$ cat config.mk
export PLATFORM = sky130hd
export DESIGN_NAME = fuse_check_ctrl
export DESIGN_NICKNAME = d
export VERILOG_FILES = /design/src/logic/fuse_check_pkg.sv /design/src/logic/fuse_check_ctrl.sv
export SDC_FILE = /design/constraint.sdc
export NUM_CORES = 1
export LEC_CHECK = 0
export BUFFER_PORTS_ARGS = -buffer_cell sky130_fd_sc_hd__buf_4
export CAP_MARGIN = 15
export CORE_AREA = 2 2 39 41
export DETAILED_ROUTE_END_ITERATION = 10
export DIE_AREA = 0 0 41 43
export SKIP_LAST_GASP = 1
export SYNTH_ARGS = -nofsm -noshare
export SYNTH_HDL_FRONTEND = slang
export SYNTH_SLANG_ARGS = --single-unit
$ cat constraint.sdc
create_clock -name ref_clk_in -period 1.25 [get_ports ref_clk_in]
set_clock_uncertainty 0.2 [all_clocks]
set_input_delay 0.25 -clock ref_clk_in [delete_from_list [all_inputs] [get_ports ref_clk_in]]
set_output_delay 0.25 -clock ref_clk_in [all_outputs]
set_load 0.02 [all_outputs]
$ cat src/logic/fuse_check_pkg.sv
/*
 constants and types for the test-port fuse check control.
 assumes one 25 MHz clock and synchronous pin inputs.
*/
package fuse_check_pkg;
   localparam int clk_period_ns = 40;
   localparam logic [1:0] rise_count_zero = 2'h0;
   localparam logic [1:0] rise_count_one = 2'h1;
   localparam logic [1:0] rise_count_off = 2'h2;
   localparam logic select_idle_level = 1'h1;
   localparam logic check_mode_reset = 1'h0;
   localparam logic pin_out_reset = 1'h0;
   localparam logic pin_oe_n_reset = 1'h1;
   localparam logic pin_is_input_reset = 1'h1;
   typedef enum logic [1:0]
   {
      st_start = 2'b00,
      st_idle = 2'b01,
      st_armed = 2'b10,
      st_done = 2'b11
   } fuse_state_t;
endpackage

$ cat src/logic/fuse_check_ctrl.sv
/*
 test-port fuse check mode control: arms, disarms and gates the check current,
 and sets the direction of the shared data-out/data-in pin.
 assumes the pin inputs are synchronous to ref_clk_in and that the only reset
 is power-on reset on rst_n_in.
*/
`timescale 1ns/1ns
module fuse_check_ctrl
   import fuse_check_pkg::*;
(
   input wire logic ref_clk_in,
   input wire logic rst_n_in,
   input wire logic fuse_on_data_in_in,
   input wire logic mode_select_in,
   input wire logic programming_in,
   input wire logic data_out_value_in,
   input wire logic data_out_active_in,
   output logic check_mode_out,
   output logic check_current_en_out,
   output logic shared_pin_out,
   output logic shared_pin_oe_n_out,
   output logic shared_pin_is_input_out
);

   // state, edge count and edge strobes
   fuse_state_t state;
   fuse_state_t next_state;
   logic [1:0] rise_count;
   logic [1:0] next_rise_count;
   logic select_prev;
   logic power_up_pass;
   logic rise_seen;
   logic fall_seen;
   logic second_rise;

   // next values of the registered outputs
   logic next_check_mode;
   logic next_pin_is_input;

   // previous mode-select level, idle high out of reset,
   // so a pin high at release is not a rise; a low pin is the held-low case
   always_ff @(posedge ref_clk_in or negedge rst_n_in)
   begin
      if (!rst_n_in)
      begin
         select_prev <= select_idle_level;
      end
      else
      begin
         select_prev <= mode_select_in;
      end
   end

   // the power-up pass samples the level, so edges count only after it
   always_comb
   begin
      power_up_pass = (state == st_start);
      rise_seen = 1'h0;
      fall_seen = 1'h0;
      if (!power_up_pass)
      begin
         rise_seen = mode_select_in && !select_prev;
         fall_seen = !mode_select_in && select_prev;
      end
   end

   // the disarming edge is the one that finds one rise already counted
   assign second_rise = rise_seen && (rise_count == rise_count_one);

   // rising edges counted from power-up, saturating at the disarm count
   always_comb
   begin
      next_rise_count = rise_count;
      if (rise_seen && (rise_count != rise_count_off))
      begin
         next_rise_count = rise_count + rise_count_one;
      end
   end

   always_ff @(posedge ref_clk_in or negedge rst_n_in)
   begin
      if (!rst_n_in)
      begin
         rise_count <= rise_count_zero;
      end
      else
      begin
         rise_count <= next_rise_count;
      end
   end

   // mode sequence: power-up pass, idle, armed, then done until power-on
   always_comb
   begin
      next_state = state;
      unique case (state)
         st_start:
         begin
            // power-up pass samples the variant and the held-low case
            if (!fuse_on_data_in_in)
            begin
               next_state = st_done;
            end
            else if (!mode_select_in)
            begin
               next_state = st_armed;
            end
            else
            begin
               next_state = st_idle;
            end
         end
         st_idle:
         begin
            if (second_rise)
            begin
               next_state = st_done;
            end
            else if (fall_seen)
            begin
               next_state = st_armed;
            end
         end
         st_armed:
         begin
            if (second_rise)
            begin
               next_state = st_done;
            end
         end
         st_done:
         begin
            next_state = st_done;
         end
      endcase
   end

   // power-on reset is the only way back to the power-up pass
   always_ff @(posedge ref_clk_in or negedge rst_n_in)
   begin
      if (!rst_n_in)
      begin
         state <= st_start;
      end
      else
      begin
         state <= next_state;
      end
   end

   // mode flag from a flip-flop, in step with the state register
   assign next_check_mode = (next_state == st_armed);

   always_ff @(posedge ref_clk_in or negedge rst_n_in)
   begin
      if (!rst_n_in)
      begin
         check_mode_out <= check_mode_reset;
      end
      else
      begin
         check_mode_out <= next_check_mode;
      end
   end

   // combinational so the current stops in the cycle the pin goes high
   // and never flows once the mode is left
   always_comb
   begin
      check_current_en_out = 1'h0;
      if (check_mode_out && !mode_select_in)
      begin
         check_current_en_out = 1'h1;
      end
   end

   // shared pin is an input while programming or when test logic is quiet
   always_comb
   begin
      next_pin_is_input = !data_out_active_in;
      if (programming_in)
      begin
         next_pin_is_input = 1'h1;
      end
   end

   // data to the shared pin, launched from a flip-flop
   always_ff @(posedge ref_clk_in or negedge rst_n_in)
   begin
      if (!rst_n_in)
      begin
         shared_pin_out <= pin_out_reset;
      end
      else
      begin
         shared_pin_out <= data_out_value_in;
      end
   end

   // output enable, low while the pin is driven
   always_ff @(posedge ref_clk_in or negedge rst_n_in)
   begin
      if (!rst_n_in)
      begin
         shared_pin_oe_n_out <= pin_oe_n_reset;
      end
      else
      begin
         shared_pin_oe_n_out <= next_pin_is_input;
      end
   end

   // direction flag, high while the pin serves as test data input
   always_ff @(posedge ref_clk_in or negedge rst_n_in)
   begin
      if (!rst_n_in)
      begin
         shared_pin_is_input_out <= pin_is_input_reset;
      end
      else
      begin
         shared_pin_is_input_out <= next_pin_is_input;
      end
   end
endmodule

==> metrics, run 1 <==
die height roughly 43 um; total power 916 uW; CP required approximately 1.2 ns; leading area contributor after synthesis dfrtp_1; Worst setup SP type register; pre-CTS WS -0.143 ns; most common cell after layout, fill and taps aside buf_4; wire per inst 9.38 um; # rows 14; Starting Density a little over a quarter; crit-path cells ha_4 > nor4b_4 > mux2i_1; Layout Nets 63; CTS Sinks 8; Cell variety after synth 18; DR vias/cell 4.25; worst vdd ir roughly 0.84 mV; Iter 0 DRT Violations 1; Final Cycle Share 110%; failing checks setup timing; CP Class reg -> reg; global-route wire length before repair 945 um; final WL 638 um; Post-Syn Area per Cell ~12 um2; Pwr Density roughly 1600 nW/um2; Syn Inst Count 31; slowest stage delay, CP 0.40 ns; vias 289; FF+latch count, synth 8; Slew Viols, Final 0; fmax 727 MHz; final RePlAce weighted congestion 0.673; Post-Syn Nets 40; Post-route DRC 0; final period demand of the worst path 1.37 ns; CTS clk-pin slew, worst paths 0.05 ns; Antenna Cells 0; Critical-path top delay cell dfrtp_1; crit path capture type register; Synthesis Warnings 0; Clock Tree Buf Depth 2; CTS root buf clkbuf_4; Final Hold Fails 0; Clk Latency, worst-skew pair 0.25 ns; share of the synthesized area in the top cell type 40.8%; post-route ant nets 0; DR pass1 iterations 2; Detail Placement HPWL between 400 and 500 um; Area contributors post-synth dfrtp_1 (41%), dfstp_2 (14%), ha_1 (6.8%); sequential element share of the synthesized area 55.1%; vias in the first global route 250; RSZ-0062 raised after global routing true; Tightest Pin Transition 0.278 ns; CTS Buf Count 3; area of the die 1760 um2; PortBufs 11; status finished with violations; WP data arrival 1.35 ns; Mapped Area 368 um2; H-tree depth 1; core area 1380 um2; CTS tree built; Die Wd 41 um; leakage 0.000274 uW; slack of the critical path -0.125 ns; layout cells sized above 1 48.1%; io pins 12; antenna violations before repair 0; Slew headroom 81.4%; largest net degree at the start of global routing 9; grt ovf 0; GRT Overall Usage 8.53%; endpoints failing setup 5; HP Class in -> reg; Area Growth Syn to Fin 59.5%; leading cell types in the layout, fill and taps excluded buf_4 (12), dfrtp_1 (6), dlygate4sd3_1 (5); Max Cap Violations 0; CP max FO 2
==> logic make-up after synthesis <==
group,after synthesis,synth area share (%)
xor+xnor,1,2.38
fa+ha+maj,2,6.80
simple gates,9,18.0
compound gates,5,8.84
buf+inv,5,6.12
mux,1,2.72
flops,8,55.1
==> sequential cells by signal, indices dropped and copies added, names as in the netlist <==
name / flops
shared_pin_is_input_out: 1
check_mode_out: 1
shared_pin_out: 1
select_prev: 1
state: 2
rise_count: 2
==> through the flow <==
stage          cell area (um2)  hold WS (ns)  std cells  util, %  TNS [ns]
3_3_place_gp               483        -0.128         58     34.9    -0.188
4_1_cts                    571         0.160         67     41.2    -0.596
3_5_place_dp               483        -0.128         58     34.9    -0.268
2_1_floorplan              380        -0.246         31        -    -0.119
5_1_grt                    587         0.138         68     42.4    -0.724
6_report                   587         0.120         68     42.4    -0.502
==> worst paths after layout <==
check / startpoint / to / slack [ns] / cells after the start
worst min-delay path: mode_select_in / state[1]$_DFF_PN0_ / 0.12 / 3
min in group asynchronous: rst_n_in / rise_count[0]$_DFFE_PN0P_ / 0.16 / 2
worst max-delay path: rise_count[1]$_DFFE_PN0P_ / rise_count[1]$_DFFE_PN0P_ / -0.12 / 3
worst min register to register: rise_count[1]$_DFFE_PN0P_ / rise_count[1]$_DFFE_PN0P_ / 0.40 / 2
max in group asynchronous: rst_n_in / shared_pin_is_input_out$_DFF_PN1_ / 0.48 / 2
worst max register to register: rise_count[1]$_DFFE_PN0P_ / rise_count[1]$_DFFE_PN0P_ / -0.12 / 3
==> routing by layer <==
layer | track usage (%) | share of wire [%] | vias to the layer above
li1 | - | - | 147
met1 | 9.33 | 42 | 131
met2 | 12.8 | 49 | 11
met3 | 4.71 | 8.5 | 0
met4 | 4.00 | 0 | 0
met5 | 0 | 0 | -
==> final cells by class <==
class / instances / area [um2]
clock buffers: 3 / 22.5
fillers: 137 / 797
inverters: 4 / 15.0
multi-input cells: 18 / 164
flip-flops and latches: 8 / 203
well taps: 16 / 20.0
repair buffers: 19 / 163
==> synth_stat cells <==
cell type / instances
o211ai_1: 1
dfrtp_1: 6
dfstp_2: 2
nor3_1: 1
nand3_1: 1
nor2b_1: 2
o211a_1: 1
nor2_2: 1
inv_1: 4
nor4b_4: 1
mux2i_1: 1
a21oi_1: 1
xnor2_1: 1
ha_1: 2
nor2_1: 2
buf_4: 1
o21ai_0: 2
nand2b_1: 1
==> power by group <==
group	switching [uW]	internal (uW)	leakage (uW)
logic	156	201	0.000173
registers	49.1	322	0.0000877
clock network	79.1	109	0.0000138
==> critical path, delay by kind of cell, from the launching register on <==
kind                     cells  cell delay (ns)
multiplexers                 1             0.21
AND/OR/NAND/NOR              1             0.31
adder cells (fa/ha/maj)      1             0.17
flip-flops                   1             0.40
==> timing repair <==
item | 4_1_cts | 5_1_grt
resized for setup | 2 | 4
cloned | 0 | 0
hold buffers | 5 | 0
endpoints found under the hold margin | 11 | 0
endpoints found under the setup margin | 7 | 8
buffers inserted | 1 | 1
pin swaps | 2 | 1
No activity file was read; power rests on OpenSTA's default activity.
==> run 2, diff against run 1 <==
==> constraint.sdc (replaced) <==
create_clock -name ref_clk_in -period 1.6 [get_ports ref_clk_in]
set_clock_uncertainty 0.2 [all_clocks]
set_input_delay 0.32 -clock ref_clk_in [delete_from_list [all_inputs] [get_ports ref_clk_in]]
set_output_delay 0.32 -clock ref_clk_in [all_outputs]
set_load 0.02 [all_outputs]
==> run 2 against run 1 <==
- the run now ends clean
- highest routed layer is now met4
- first-iteration DRC count up 100%
- worst hold slack got worse by 0.11 ns
- worst setup slack better by 0.28 ns
- maximum frequency down 4.5%
- final area down 12%
- total power decreased by 30%
- cell count shrank 7.4%
- non-clock buffer count down 5
- sequential share of layout area is 4.8 points higher
- critical endpoint unchanged
- count of clock-buffer cells in the layout unchanged
==> metrics, run 2 (synthesis gave the netlist of run 1 again) <==
instance area at placement 463 um2 (-4.1%); GRT Overall Usage 10.7% (+2.1 points); slack of the critical path 0.160 ns (+0.285 ns); Fillers 140 (+2.2%); CTS Sinks 8 (unchanged); layout cells sized above 1 38.3% (-9.8 points); post-route ant nets 0 (unchanged); final hold slack 0.0134 ns (-0.106 ns); DP Cell Count 57 (-1.7%); antenna violations before repair 0 (unchanged); slowest stage delay, CP 0.36 ns (-0.04 ns); design area 515 um2 (-12%); Slew headroom 82.8% (+1.4 points); wire per inst 10.5 um (+12%); grt ovf 0 (unchanged); area of the die 1760 um2 (unchanged); Critical-path top delay cell dfrtp_1; status finished clean; CTS root buf clkbuf_4; DR pass1 iterations 4 (+2); Final Hold Fails 0 (unchanged); vias 285 (-1.4%); Clk Latency, worst-skew pair 0.25 ns (about the same); core area 1380 um2 (unchanged); final std cells w/o fill 63 (-7.4%); H-tree depth 1 (unchanged); most common cell after layout, fill and taps aside buf_4; die height 43 um (unchanged); final RePlAce weighted congestion 0.645 (-4.2%); crit path capture type register; critical path's top delay family flip-flops; Starting Density 26.6% (unchanged); HP Class in -> reg; CTS clk-pin slew, worst paths 0.05 ns (about the same); # rows 14 (unchanged); Final Cycle Share 90.0% (-20 points); final WL 664 um (+4.1%); leakage 0.000248 uW (-9.6%); Top Registers rise_count x2, state x2; Slew Viols, Final 0 (unchanged); Die Wd 41 um (unchanged); PortBufs 11 (unchanged); setup TNS after final layout 0 ns (+0.502 ns); Detail Placement HPWL 510 um (+7.4%); WP data arrival 1.42 ns (+0.07 ns); leading cell types in the layout, fill and taps excluded buf_4 (11), dfrtp_1 (6), inv_1 (4); CP required 1.58 ns (+0.36 ns); CP Class reg -> reg; crit-path cells inv_1 > ha_1 > nor4b_4 > mux2i_1; Area Growth Syn to Fin 40.1%; fmax 695 MHz (-4.5%); Layout Nets 58 (-7.9%); Antenna Cells 0 (unchanged); global-route wire length before repair 1.08 mm (+14%); Worst setup SP type register; worst vdd ir 0.374 mV (-56%); Max Cap Violations 0 (unchanged); Post-route DRC 0 (unchanged); RSZ-0062 raised after global routing false; PostCTS Resize Cnt 0 (-2); endpoints failing setup 0 (-5); final period demand of the worst path 1.44 ns (+0.0650 ns); largest net degree at the start of global routing 9 (unchanged); CTS Buf Count 3 (unchanged); DR vias/cell 4.52 (+6.4%); Tightest Pin Transition 0.255 ns (-0.0224 ns); CTS tree built; Iter 0 DRT Violations 2 (+1); vias in the first global route 263 (+5.2%); io pins 12 (unchanged); CP max FO 2 (unchanged); Pwr Density 1240 nW/um2 (-21%); Bufs and invs on worst path 1 (+1); Clock Tree Buf Depth 2 (unchanged); pre-CTS WS 0.159 ns (+0.302 ns)
## run 2: changes by cell type in the layout (fill, tap and decap cells not counted), sizes merged
cell / delta
buf: -3
dlygate4sd3: -2
## run 2: routing by layer
layer  vias to the layer above  routed length, um  track usage (%)
met5                         -                  0                0
met4                         0                 46             16.0
met3                         4                 41             3.14
met2                        10                319             12.8
met1                       136                257             11.4
li1                        135                  -                -
## run 2: cell type report
type | count | area, um2 | area share [%]
clock buffer | 3 | 22.5 | 4.37
inverter | 4 | 15.0 | 2.91
multi-input combinational | 18 | 143 | 27.7
sequential | 8 | 203 | 39.3
tap | 16 | 20.0 | 3.88
timing repair buffer | 14 | 113 | 21.8
## run 2: timing repair
item,CTS,global route
hold endpoints to repair,9,1
setup buffers,0,0
hold buffers,2,1
## run 2: final timing paths
path,startpoint,end,slack (ns),cells after the start
setup / recovery,rise_count[0]$_DFFE_PN0P_,rise_count[1]$_DFFE_PN0P_,0.16,4
hold / removal,mode_select_in,select_prev$_DFF_PN1_,0.01,1
setup reg to reg,rise_count[0]$_DFFE_PN0P_,rise_count[1]$_DFFE_PN0P_,0.16,4
hold reg to reg,rise_count[1]$_DFFE_PN0P_,rise_count[1]$_DFFE_PN0P_,0.36,2
max in group asynchronous,rst_n_in,shared_pin_is_input_out$_DFF_PN1_,0.76,2
min in group asynchronous,rst_n_in,check_mode_out$_DFF_PN0_,0.22,2
## run 2: per-stage QoR
step / util (%) / power, uW
after floorplan: - / 420
after global placement: 33.5 / 478
after detailed placement: 33.5 / 492
after CTS: 36.5 / 650
after global routing: 37.3 / 697
final: 37.3 / 639
## run 2: where the power goes
group | leakage, uW | internal (uW) | switching (uW) | total [uW]
combinational | 0.000147 | 103 | 102 | 205
clock | 0.0000138 | 85.5 | 63.7 | 149
sequential | 0.0000877 | 251 | 33.2 | 284
total | 0.000248 | 440 | 199 | 639
==> run 3, diff against run 2 <==
--- a/config.mk
+++ b/config.mk
@@ -10,6 +10,7 @@
 export CORE_AREA = 2 2 39 41
 export DETAILED_ROUTE_END_ITERATION = 10
 export DIE_AREA = 0 0 41 43
+export REMOVE_ABC_BUFFERS = 1
 export SKIP_LAST_GASP = 1
 export SYNTH_ARGS = -nofsm -noshare
 export SYNTH_HDL_FRONTEND = slang
==> run 3 against run 2 <==
- register-to-register slack about the same
- core utilization unchanged
- die area stayed put
- worst hold slack improved by 0.0021 ns
- final area unchanged
- first-iteration DRC count shrank 100%
- combinational power hardly changed
- critical path type unchanged
==> metrics, run 3 (synthesis gave the netlist of run 1 again) <==
leakage 0.000248 uW (unchanged); switch share 30.8% (-0.28 points); Worst Hold Endpoint select_prev$_DFF_PN1_; Clock Tree Buf Depth 2 (unchanged); core area 1380 um2 (unchanged); Worst setup SP type register; DP Cell Count 57 (unchanged); Die Wd 41 um (unchanged); DR vias/cell 4.32 (-4.6%); final RePlAce weighted congestion 0.619 (-4.1%); Top Registers rise_count x2, state x2; die height 43 um (unchanged); global-route wire length before repair 1.12 mm (+4.5%); status finished clean; Tightest Pin Transition 0.267 ns (+0.0116 ns); post-route ant nets 0 (unchanged); GRT Overall Usage 10.3% (-0.39 points); Storage cell area 203 um2 (unchanged); Multi-input gate area 143 um2 (unchanged); leading cell types in the layout, fill and taps excluded buf_4 (11), dfrtp_1 (6), inv_1 (4); Layout Nets 58 (unchanged); layout cells sized above 1 38.3% (unchanged); r2r startpoint rise_count[0]$_DFFE_PN0P_; worst vdd ir 0.422 mV (+13%); final std cells w/o fill 63 (unchanged); DR pass1 iterations 1 (-3); R2R Setup Slk 0.15 ns (about the same); final WL 612 um (-7.8%); H-tree depth 1 (unchanged); min-delay src mode_select_in; Final Hold Fails 0 (unchanged); area of the die 1760 um2 (unchanged); reg2reg end rise_count[1]$_DFFE_PN0P_; Detail Placement HPWL 496 um (-2.8%); antenna violations before repair 0 (unchanged); sequential share of power 44.1% (-0.4 points); CTS tree built; Max Cap Violations 0 (unchanged); HP Class in -> reg; # rows 14 (unchanged); Clk Latency, worst-skew pair 0.25 ns (about the same); WP data arrival 1.42 ns (about the same); Pint 440 uW (about the same); grt ovf 0 (unchanged); sw power 196 uW (-1.2%); final period demand of the worst path 1.45 ns (+0.0150 ns); io pins 12 (unchanged); CP Class reg -> reg; CTS clk-pin slew, worst paths 0.05 ns (about the same); CP required 1.57 ns (about the same); RSZ-0062 raised after global routing false; setup TNS after final layout 0 ns (unchanged); final hold slack 0.0155 ns (+0.00206 ns); hold depth 1 (unchanged); Fillers 150 (+7.1%); CTS Buf Count 3 (unchanged); crit path capture type register; Antenna Cells 0 (unchanged); total power 637 uW (-0.34%); Iter 0 DRT Violations 0 (-2); vias 272 (-4.6%); Post-route DRC 0 (unchanged); Slew Viols, Final 0 (unchanged); largest net degree at the start of global routing 9 (unchanged); wire per inst 9.71 um (-7.8%); Final Cycle Share 90.9% (+0.94 points); Pwr Density 1240 nW/um2 (-0.34%); endpoints failing setup 0 (unchanged); fmax 687 MHz (-1.0%); vias in the first global route 273 (+3.8%); Area Growth Syn to Fin 40.1% (unchanged); Comb pwr share 32.4% (+0.3 points); CTS root buf clkbuf_4; PortBufs 11 (unchanged); most common cell after layout, fill and taps aside buf_4; Starting Density 26.6% (unchanged); Slew headroom 82.1% (-0.67 points); worst reg-to-reg path cell count 4 (unchanged); CTS Sinks 8 (unchanged); clock power share 23.4% (about the same); Setup Buffers After CTS 0 (unchanged); CP max FO 2 (unchanged)
run 3: area by class of cell:
type	count	share of cell area [%]
inverters	4	2.91
multi-input cells	18	27.7
flip-flops and latches	8	39.3
clock buffers	3	4.37
repair buffers	14	21.8
well taps	16	3.88
run 3: worst max path at each step:
stage                                          from                        end  slack, ns
after global routing      rise_count[0]$_DFFE_PN0P_  rise_count[1]$_DFFE_PN0P_       0.06
after global placement    rise_count[0]$_DFFE_PN0P_  rise_count[1]$_DFFE_PN0P_       0.17
after floorplan           rise_count[0]$_DFFE_PN0P_  rise_count[1]$_DFFE_PN0P_       0.23
final                     rise_count[0]$_DFFE_PN0P_  rise_count[1]$_DFFE_PN0P_       0.15
after CTS                 rise_count[0]$_DFFE_PN0P_  rise_count[1]$_DFFE_PN0P_       0.13
after detailed placement  rise_count[0]$_DFFE_PN0P_  rise_count[1]$_DFFE_PN0P_       0.14
run 3: what timing repair did:
item                      in CTS  in global routing
gates resized for setup        0                  0
hold buffers                   3                  0
hold endpoints to repair      10                  0
run 3: routing by layer:
metal | track usage (%) | share of wire (%) | vias to the layer above
met5 | 0 | 0 | -
met4 | 10.0 | 1.3 | 0
met3 | 4.71 | 6.4 | 2
met2 | 12.8 | 49 | 8
met1 | 12.1 | 43 | 127
li1 | - | - | 135
run 3: critical path, stage by stage, from the launching register on:
cell and delay [ns]:
dfrtp_1 0.34, inv_1 0.07, ha_1 0.22, nor4b_4 0.32, mux2i_1 0.23
run 3: power by group through the flow:
stage	clock network (uW)	registers, uW	logic [uW]
2_1_floorplan	0	295	124
3_3_place_gp	0	283	196
3_5_place_dp	0	285	205
4_1_cts	158	281	212
5_1_grt	168	289	237
6_report	149	281	207
run 3: per-stage QoR:
stage / setup slack, ns / util [%] / cell area (um2)
global route: 0.0640 / 37.3 / 515
CTS: 0.132 / 37.3 / 515
global placement: 0.173 / 33.5 / 463
finish: 0.145 / 37.3 / 515
detailed placement: 0.145 / 33.5 / 463
floorplan: 0.230 / - / 360
